`src/logic/rsc_pkg.sv`:
```
// Constants and types shared by the reset source controller
package rsc_pkg;

   // ----------------------------------------------------------------
   // Register offsets
   // ----------------------------------------------------------------
   localparam logic [7:0] ADDR_RESET_SOURCE   = 8'hEF;
   localparam logic [7:0] ADDR_SUPPLY_CTRL    = 8'hFF;
   localparam logic [7:0] ADDR_WDOG_CTRL      = 8'hD9;
   localparam logic [7:0] ADDR_WDOG_LIMIT     = 8'hDA;
   localparam logic [7:0] ADDR_WDOG_KICK      = 8'hDB;

   // ----------------------------------------------------------------
   // Field positions
   // ----------------------------------------------------------------
   localparam int BIT_PIN_FLAG     = 0;
   localparam int BIT_POR_FLAG     = 1;
   localparam int BIT_CLK_LOSS     = 2;
   localparam int BIT_WDOG_FLAG    = 3;
   localparam int BIT_COMP_SELECT  = 5;
   localparam int BIT_SUPPLY_EN    = 7;
   localparam int BIT_SUPPLY_LEVEL = 6;
   localparam int BIT_WDOG_EN      = 0;

   // ----------------------------------------------------------------
   // Reset values
   // ----------------------------------------------------------------
   localparam logic [7:0] RST_WDOG_LIMIT = 8'hFF;
   localparam logic [7:0] RST_RDATA      = 8'h00;

   // ----------------------------------------------------------------
   // Timing
   // ----------------------------------------------------------------
   localparam int CLK_PERIOD_NS   = 8;
   localparam int MCD_TIMEOUT_NS  = 100000;
   localparam int MCD_CYCLES      =
      (MCD_TIMEOUT_NS + CLK_PERIOD_NS - 1) / CLK_PERIOD_NS;
   localparam int WDOG_DIVIDE     = 12;
   localparam int POR_HOLD_CYCLES = 16;
   localparam int MIN_HOLD_CYCLES = 4;

   // ----------------------------------------------------------------
   // Types
   // ----------------------------------------------------------------
   typedef enum logic [1:0] {
      ST_POR   = 2'b00,
      ST_RUN   = 2'b01,
      ST_RESET = 2'b11
   } rsc_state_e;

   typedef struct packed {
      logic pin;
      logic supply;
      logic clkLoss;
      logic comp;
      logic wdog;
   } rsc_cause_s;

   typedef struct packed {
      logic [7:0] addr;
      logic [7:0] wdata;
      logic       wr;
      logic       rd;
   } rsc_bus_req_s;

   typedef struct packed {
      rsc_state_e  state;
      logic [15:0] holdCnt;
      logic [15:0] mcdCnt;
      logic        clkPrev;
      rsc_cause_s  seen;
      logic        pinFlag;
      logic        porFlag;
      logic        clkLossFlag;
      logic        wdogFlag;
      logic        compSelect;
      logic        supplySelect;
      logic        supplyEnable;
      logic        mcdEnable;
      logic        pinDrive;
      logic        pinDrivePrev;
      logic        coreRst;
      logic [7:0]  wdogLimit;
      logic [7:0]  rdata;
   } rsc_ctl_s;

   typedef struct packed {
      logic [3:0]  div;
      logic [15:0] cnt;
      logic        enable;
      logic        expire;
   } rsc_wd_s;

endpackage

```
`src/logic/rsc_wdog.sv`:
```
// Single 16-bit counter watchdog clocked by a divided-by-twelve enable
`timescale 1ns/1ps
`default_nettype none
module rsc_wdog #(
   parameter int CNT_W = 16
) (
   // Clock and reset
   input  wire logic              clk,
   input  wire logic              rst_n,
   // Control
   input  wire logic              coreRst,
   input  wire logic              enableWr,
   input  wire logic              enableVal,
   input  wire logic              kick,
   input  wire logic [7:0]        limit,
   // Status
   output logic                   enabled,
   output logic [7:0]             countHigh,
   output logic                   expire
);

   rsc_pkg::rsc_wd_s st_reg;
   rsc_pkg::rsc_wd_s st_next;
   logic             tick;

   // ----------------------------------------------------------------
   // Next state
   // ----------------------------------------------------------------
   always_comb begin
      st_next = st_reg;
      st_next.expire = 1'b0;
      tick = (st_reg.div == 4'(rsc_pkg::WDOG_DIVIDE - 1));
      if (tick) begin
         st_next.div = 4'h0;
      end else begin
         st_next.div = st_reg.div + 4'h1;
      end
      if (coreRst) begin
         st_next.enable = 1'b1;
         st_next.cnt    = 16'h0000;
         st_next.div    = 4'h0;
      end else begin
         if (enableWr) begin
            st_next.enable = enableVal;
         end
         if (kick || !st_reg.enable) begin
            st_next.cnt = 16'h0000;
         end else if (tick) begin
            if (st_reg.cnt == {limit, 8'hFF}) begin
               st_next.expire = 1'b1;
               st_next.cnt    = 16'h0000;
            end else begin
               st_next.cnt = st_reg.cnt + 16'h0001;
            end
         end
      end
   end

   // ----------------------------------------------------------------
   // State register
   // ----------------------------------------------------------------
   always_ff @(posedge clk or negedge rst_n) begin
      if (!rst_n) begin
         st_reg <= '{div: 4'h0, cnt: 16'h0000, enable: 1'b1,
                     expire: 1'b0};
      end else begin
         st_reg <= st_next;
      end
   end

   assign enabled   = st_reg.enable;
   assign countHigh = st_reg.cnt[15:8];
   assign expire    = st_reg.expire;

endmodule
`default_nettype wire

```
`src/logic/rsc_reset_source_controller.sv`:
```
// Reset source controller: merges reset causes and records them
//
// Overview of operation
// - External pin held low puts the device into system reset.
// - Leaving a pin reset sets the pin flag, bit 0.
// - Enabled clock-loss detector resets when the clock stalls over 100 us.
// - Clock-loss flag bit 2 reads one only after a clock-loss reset.
// - Writing bit 2 enables or disables the clock-loss detector.
// - Clock-loss, comparator and watchdog resets never drive the pin.
// - Writing one to bit 5 selects the comparator as reset source.
// - Selected comparator holds reset while its output is low.
// - Bit 5 reads back the comparator select; a comparator reset sets it, other resets clear it.
// - After any reset the watchdog is enabled, clocked at clock/12.
// - Unserviced watchdog expiry resets and sets the watchdog flag.
// - Power-on flag set by power-on and supply-monitor resets, cleared by other resets.
`timescale 1ns/1ps
`default_nettype none
module rsc_reset_source_controller #(
   parameter int MCD_LIMIT = rsc_pkg::MCD_CYCLES,
   parameter int POR_HOLD  = rsc_pkg::POR_HOLD_CYCLES,
   parameter int MIN_HOLD  = rsc_pkg::MIN_HOLD_CYCLES
) (
   // Clock and power-on reset
   input  wire logic                 clk,
   input  wire logic                 rst_n,
   // Register port
   input  wire rsc_pkg::rsc_bus_req_s busReq,
   output logic [7:0]                rdata,
   // External reset pin, open drain
   input  wire logic                 rstPinIn_n,
   output logic                      rstPinOut,
   output logic                      rstPinOe,
   // Analog sources
   input  wire logic                 monitoredClk,
   input  wire logic                 compOut,
   input  wire logic                 supplyAbove,
   // Core reset
   output logic                      coreRst
);

   rsc_pkg::rsc_ctl_s   st_reg;
   rsc_pkg::rsc_ctl_s   st_next;
   rsc_pkg::rsc_cause_s cause;
   logic                anyCause;
   logic                mcdTimeout;
   logic                wdEnabled;
   logic [7:0]          wdCountHigh;
   logic                wdExpire;
   logic                wrOk;
   logic                rdOk;
   logic                wdEnableWr;
   logic                wdKick;

   // ----------------------------------------------------------------
   // Register read and write decode
   // ----------------------------------------------------------------
   assign wrOk = busReq.wr && (st_reg.state == rsc_pkg::ST_RUN);
   assign rdOk = busReq.rd && (st_reg.state == rsc_pkg::ST_RUN);
   assign wdEnableWr = wrOk && (busReq.addr == rsc_pkg::ADDR_WDOG_CTRL);
   assign wdKick     = wrOk && (busReq.addr == rsc_pkg::ADDR_WDOG_KICK);

   // ----------------------------------------------------------------
   // Watchdog
   // ----------------------------------------------------------------
   rsc_wdog #(
      .CNT_W     (16)
   ) u_wdog (
      .clk       (clk),
      .rst_n     (rst_n),
      .coreRst   (st_reg.coreRst),
      .enableWr  (wdEnableWr),
      .enableVal (busReq.wdata[rsc_pkg::BIT_WDOG_EN]),
      .kick      (wdKick),
      .limit     (st_reg.wdogLimit),
      .enabled   (wdEnabled),
      .countHigh (wdCountHigh),
      .expire    (wdExpire)
   );

   // ----------------------------------------------------------------
   // Cause detection
   // ----------------------------------------------------------------
   assign mcdTimeout = (st_reg.mcdCnt == 16'(MCD_LIMIT));

   always_comb begin
      cause.pin     = !rstPinIn_n && !st_reg.pinDrive
                      && !st_reg.pinDrivePrev;
      cause.supply  = st_reg.supplySelect && st_reg.supplyEnable
                      && !supplyAbove;
      cause.clkLoss = st_reg.mcdEnable && mcdTimeout;
      cause.comp    = st_reg.compSelect && !compOut;
      cause.wdog    = wdExpire;
      anyCause      = |cause;
   end

   // ----------------------------------------------------------------
   // Next state
   // ----------------------------------------------------------------
   always_comb begin
      st_next = st_reg;
      st_next.clkPrev      = monitoredClk;
      st_next.pinDrivePrev = st_reg.pinDrive;
      st_next.rdata        = rsc_pkg::RST_RDATA;

      // One-shot restarted by every clock level change
      if (monitoredClk != st_reg.clkPrev) begin
         st_next.mcdCnt = 16'h0000;
      end else if (!mcdTimeout) begin
         st_next.mcdCnt = st_reg.mcdCnt + 16'h0001;
      end

      unique case (st_reg.state)
         rsc_pkg::ST_POR: begin
            st_next.pinDrive = 1'b1;
            if (st_reg.holdCnt >= 16'(POR_HOLD - 1)) begin
               st_next.state       = rsc_pkg::ST_RUN;
               st_next.pinDrive    = 1'b0;
               st_next.porFlag     = 1'b1;
               st_next.pinFlag     = 1'b0;
               st_next.clkLossFlag = 1'b0;
               st_next.wdogFlag    = 1'b0;
               st_next.compSelect  = 1'b0;
            end else begin
               st_next.holdCnt = st_reg.holdCnt + 16'h0001;
            end
         end
         rsc_pkg::ST_RUN: begin
            if (anyCause) begin
               st_next.state   = rsc_pkg::ST_RESET;
               st_next.seen    = cause;
               st_next.holdCnt = 16'h0000;
               st_next.pinDrive = cause.supply;
            end
         end
         rsc_pkg::ST_RESET: begin
            st_next.seen     = st_reg.seen | cause;
            st_next.pinDrive = cause.supply;
            if (st_reg.holdCnt != 16'(MIN_HOLD)) begin
               st_next.holdCnt = st_reg.holdCnt + 16'h0001;
            end
            if (!anyCause && (st_reg.holdCnt == 16'(MIN_HOLD))) begin
               st_next.state       = rsc_pkg::ST_RUN;
               st_next.pinDrive    = 1'b0;
               st_next.pinFlag     = st_reg.seen.pin;
               st_next.porFlag     = st_reg.seen.supply;
               st_next.clkLossFlag = st_reg.seen.clkLoss;
               st_next.wdogFlag    = st_reg.seen.wdog;
               st_next.compSelect  = st_reg.seen.comp;
            end
         end
      endcase

      // Register writes
      if (wrOk) begin
         unique case (busReq.addr)
            rsc_pkg::ADDR_RESET_SOURCE: begin
               st_next.supplySelect =
                  busReq.wdata[rsc_pkg::BIT_POR_FLAG];
               st_next.mcdEnable =
                  busReq.wdata[rsc_pkg::BIT_CLK_LOSS];
               st_next.compSelect =
                  busReq.wdata[rsc_pkg::BIT_COMP_SELECT];
            end
            rsc_pkg::ADDR_SUPPLY_CTRL: begin
               st_next.supplyEnable =
                  busReq.wdata[rsc_pkg::BIT_SUPPLY_EN];
            end
            rsc_pkg::ADDR_WDOG_LIMIT: begin
               st_next.wdogLimit = busReq.wdata;
            end
            default: begin
            end
         endcase
      end

      // Register reads
      if (rdOk) begin
         unique case (busReq.addr)
            rsc_pkg::ADDR_RESET_SOURCE: begin
               st_next.rdata[rsc_pkg::BIT_PIN_FLAG]    = st_reg.pinFlag;
               st_next.rdata[rsc_pkg::BIT_POR_FLAG]    = st_reg.porFlag;
               st_next.rdata[rsc_pkg::BIT_CLK_LOSS]    =
                  st_reg.clkLossFlag;
               st_next.rdata[rsc_pkg::BIT_WDOG_FLAG]   = st_reg.wdogFlag;
               st_next.rdata[rsc_pkg::BIT_COMP_SELECT] =
                  st_reg.compSelect;
            end
            rsc_pkg::ADDR_SUPPLY_CTRL: begin
               st_next.rdata[rsc_pkg::BIT_SUPPLY_EN]    =
                  st_reg.supplyEnable;
               st_next.rdata[rsc_pkg::BIT_SUPPLY_LEVEL] = supplyAbove;
            end
            rsc_pkg::ADDR_WDOG_CTRL: begin
               st_next.rdata[rsc_pkg::BIT_WDOG_EN] = wdEnabled;
            end
            rsc_pkg::ADDR_WDOG_LIMIT: begin
               st_next.rdata = st_reg.wdogLimit;
            end
            rsc_pkg::ADDR_WDOG_KICK: begin
               st_next.rdata = wdCountHigh;
            end
            default: begin
            end
         endcase
      end

      st_next.coreRst = (st_next.state != rsc_pkg::ST_RUN);
   end

   // ----------------------------------------------------------------
   // State register
   // ----------------------------------------------------------------
   always_ff @(posedge clk or negedge rst_n) begin
      if (!rst_n) begin
         st_reg.state        <= rsc_pkg::ST_POR;
         st_reg.holdCnt      <= 16'h0000;
         st_reg.mcdCnt       <= 16'h0000;
         st_reg.clkPrev      <= 1'b0;
         st_reg.seen         <= '0;
         st_reg.pinFlag      <= 1'b0;
         st_reg.porFlag      <= 1'b0;
         st_reg.clkLossFlag  <= 1'b0;
         st_reg.wdogFlag     <= 1'b0;
         st_reg.compSelect   <= 1'b0;
         st_reg.supplySelect <= 1'b0;
         st_reg.supplyEnable <= 1'b0;
         st_reg.mcdEnable    <= 1'b0;
         st_reg.pinDrive     <= 1'b1;
         st_reg.pinDrivePrev <= 1'b1;
         st_reg.coreRst      <= 1'b1;
         st_reg.wdogLimit    <= rsc_pkg::RST_WDOG_LIMIT;
         st_reg.rdata        <= rsc_pkg::RST_RDATA;
      end else begin
         st_reg <= st_next;
      end
   end

   // ----------------------------------------------------------------
   // Outputs
   // ----------------------------------------------------------------
   assign rdata     = st_reg.rdata;
   assign rstPinOut = 1'b0;
   assign rstPinOe  = st_reg.pinDrive;
   assign coreRst   = st_reg.coreRst;

endmodule
`default_nettype wire

```
`config.mk`:
```
export PLATFORM = sky130hd
export DESIGN_NAME = rsc_reset_source_controller
export DESIGN_NICKNAME = d
export VERILOG_FILES = /design/src/logic/rsc_pkg.sv /design/src/logic/rsc_wdog.sv /design/src/logic/rsc_reset_source_controller.sv
export SDC_FILE = /design/constraint.sdc
export NUM_CORES = 1
export LEC_CHECK = 0
export BUFFER_PORTS_ARGS = -buffer_cell sky130_fd_sc_hd__buf_2
export CAP_MARGIN = 10
export CORE_ASPECT_RATIO = 0.8
export CORE_MARGIN = 2
export CORE_UTILIZATION = 60
export CTS_CLUSTER_SIZE = 40
export DETAILED_ROUTE_END_ITERATION = 10
export PLACE_DENSITY_LB_ADDON = 0.1
export SETUP_SLACK_MARGIN = 0.15
export SYNTH_ARGS = -nofsm -noshare
export SYNTH_HDL_FRONTEND = slang
export SYNTH_HIERARCHICAL = 1
export SYNTH_SLANG_ARGS = --single-unit
```
`constraint.sdc`:
```
create_clock -name clk -period 6.2 [get_ports clk]
set_input_delay 1.24 -clock clk [delete_from_list [all_inputs] [get_ports clk]]
set_output_delay 1.24 -clock clk [all_outputs]
set_load 0.05 [all_outputs]
```
==> results.tsv <==
metric	value	unit
status	complete, no violations	
grt total ovfl	0	
RePlAce Congestion	0.871	
Worst EP required	6.47	ns
Async S/R FF share, synth	100	%
CTS tree	done	
die area	0.00910	sq mm
mean area per synthesized cell	9.58	sq um
RR Endpoint	st_reg[51]	
Power Density	291	mW/mm^2
initial antenna violation count	0	
fin. max-slew vios	0	
root buf cell	clkbuf_8	
CP max stage delay	0.72	ns
Max stage delay cell, worst path	nor2_1	
Data arrival, critical path	3.37	ns
clock transition at the registers of the reported paths	0.10	ns
met3 Use GR	6.23	%
Crit Reg-Reg Startpoint	st_reg[66]	
CTS Buffer Depth	2	
sequential share of the synthesized area	44.8	%
# setup viols final	0	
Skew-Pair Late Insertion Delay	0.38	ns
crit start category	primary input	
CP Capture Type	flip-flop	
Crit Path Class	primary input to flip-flop	
Worst Hold End	st_reg[17]	
most numerous cell in the Yosys netlist	dfrtp_1	
Avg Vias per Cell	6.04	
clock sink count	89	
HP Class	flip-flop to flip-flop	
Peak VDD IR	0.000156	V
crit path buf inv count	1	
fillcell total	663	
Post-Syn Area	0.00501	sq mm
# nets final	566	
FF-to-FF setup slack	3.24	ns
Synth Net Count	556	
FMAX	322	MHz
min-delay src	rstPinOe	
crit-path max FO	15	
largest net degree at the start of global routing	48	
Area contributors post-synth	dfrtp_1, dfstp_2, nand3_1	
Post-DP HPWL	7530	microns
FP Rows	29	
total power	0.00154	W
DR WL/cell	16.4	microns
DR iter-0 viols	270	
gr usage total	24.8	%
top cells by count, synth	dfrtp_1, nand2_1, nand3_1, nor2_1, a21oi_1	
final instance area	0.00530	sq mm
Routed WL	10600	microns
minimum clock period	3.10	ns
Top FF cell, synth	dfrtp_1	
first-pass GRT wire length	17600	microns
H-tree depth	3	
drt pass-1 iters	5	
Hold Vio Cnt, Final	0	
Seq cells post-synth	89	
CP startpoint	busReq[17]	
fin crit share	50.1	%
Post-synth EDFFs	0	
Post-CTS Setup Inserts	0	
Tightest Pin Transition	1.12	ns
worst r2r path cells	7	
ratio of cells with drive above 1 in the final layout	16.5	%
Static Leak	2.30	nW
crit path cell chain	buf_2 > nand3_1 > nor4b_1 > and3_1 > and3_1 > nor2_1 > nand2_1 > nor2_1 > nand2_1 > o311ai_1	
setup TNS after final layout	0	ns
Core Region	0.00802	sq mm
max FFs per register	57	
DR DRC count	0	
YS warnings	6	
Post-Route Skew	0.0105	ns
ant diodes	0	
IO Pins	35	
Synth cell types	71	
Die Ht	85.7	microns
CP delay by family, top	simple AND/OR/NAND/NOR gates	
maximum capacitance violations	0	
Die X	106	microns
number of global-route vias before repair	3497	
area of placed instances	0.00509	sq mm
Cells after Synth	523	
Initial Utilization	62.5	%
Final ANT Viol Nets	0	
post-synth top area share	38.5	%
Post-CTS Hold Fix Bufs	0	
total CTS buffers	9	
port bufs	33	
GRT met1 Usage	37.2	%
RSZ-0062 raised after global routing	false	
Area Overhead vs Synth	5.87	%
cell accounting for the most synthesized area	dfrtp_1	
via count	3901	
relative slew slack	25.3	%
met2 GRT Util	36.1	%
GR peak layer	met1	
post-cts sizing count	0	
worst hold path cell count	0	
## logic make-up (layout without fill, tap and decap cells)
group                      after synthesis  in the layout  synth area share [%]
xor gates and xnor gates                23             23                  4.02
DFF                                     89             89                  44.8
other                                    1              1                0.0749
adders and majority gates                9              9                  2.25
and+or+nand+nor                        223            223                  24.5
AOI/OAI and AO/OA                      102            102                  13.9
muxes                                   20             20                  4.27
buffers and inverters                   56             71                  6.17
## worst register-to-register path: stages (launching register included)
cell	delay, ns
dfrtp_1	0.42
inv_1	0.09
ha_1	0.61
nand2b_1	0.11
nor4_1	0.53
a21o_1	0.56
nor2_1	0.23
a311oi_1	0.32
## metal layers
| layer | share of wire (%) | vias up |
|---|---|---|
| met5 | 0 | - |
| met4 | 0.63 | 0 |
| met3 | 5.8 | 7 |
| met2 | 44 | 114 |
| met1 | 50 | 1868 |
| li1 | - | 1912 |
## cells in the final DEF, fill, tap and decap left out, types with 3 or more instances in the layout
| cell type | synthesis | final |
|---|---|---|
| nor2_1 | 37 | 37 |
| o21ai_0 | 9 | 9 |
| and3_1 | 9 | 9 |
| mux2_2 | 11 | 11 |
| clkbuf_8 | 0 | 9 |
| buf_4 | 19 | 3 |
| a21oi_1 | 36 | 36 |
| or4_1 | 9 | 9 |
| nor3_1 | 13 | 13 |
| a211oi_1 | 4 | 4 |
| nand2_1 | 48 | 48 |
| a2bb2oi_1 | 3 | 3 |
| o21ai_1 | 3 | 3 |
| dfrtp_1 | 77 | 77 |
| ha_1 | 9 | 9 |
| nand4_1 | 12 | 12 |
| o311ai_1 | 3 | 3 |
| nor4_1 | 6 | 6 |
| o31ai_1 | 6 | 6 |
| inv_1 | 20 | 20 |
| and4_1 | 4 | 4 |
| or3_1 | 8 | 8 |
| nor2b_1 | 5 | 5 |
| o2bb2ai_1 | 3 | 3 |
| buf_2 | 4 | 32 |
| nand3_1 | 37 | 37 |
| or2_2 | 3 | 3 |
| xnor2_1 | 10 | 10 |
| mux2i_1 | 9 | 9 |
| nand2b_1 | 5 | 5 |
| and2_1 | 4 | 4 |
| a31oi_1 | 3 | 3 |
| xor2_1 | 13 | 13 |
| a22oi_1 | 10 | 10 |
| and3b_1 | 3 | 3 |
| dfstp_2 | 12 | 12 |
## power breakdown
| group | internal (W) | switching, W | total [W] |
|---|---|---|---|
| clock | 0.000194 | 0.000228 | 0.000422 |
| combinational | 0.000145 | 0.000276 | 0.000421 |
| sequential | 0.000644 | 0.0000562 | 0.000700 |
| total | 0.000984 | 0.000560 | 0.00154 |
## how the worst max path moves through the flow
stage	endpoint	slack, ns	cells past startpoint
floorplan	u_wdog/st_reg[3]	3.11	10
finish	u_wdog/st_reg[9]	3.10	10
global placement	u_wdog/countHigh[5]	2.80	10
CTS	u_wdog/countHigh[0]	3.13	10
detailed placement	u_wdog/countHigh[1]	2.72	10
global route	u_wdog/st_reg[6]	2.81	10
## layout make-up
type | count | area, sq um | share of cell area (%)
Clock buffer | 9 | 124 | 2.34
Clock inverter | 7 | 86.3 | 1.63
Inverter | 20 | 75.1 | 1.42
Multi-Input combinational cell | 378 | 2460 | 46.4
Sequential cell | 89 | 2240 | 42.3
Tap cell | 108 | 135 | 2.55
Timing Repair Buffer | 35 | 183 | 3.44
## per-stage QoR
stage | setup WS (ns) | util (%) | hold WS (ns) | instances
detailed placement | 2.72 | 63.5 | 0.385 | 630
floorplan | 3.11 | - | 0.437 | 523
CTS | 3.13 | 66.1 | 0.405 | 646
finish | 3.10 | 66.1 | 0.408 | 646
global route | 2.81 | 66.1 | 0.413 | 646
global placement | 2.80 | 63.5 | 0.383 | 630
(Power assumes the default switching activity.)
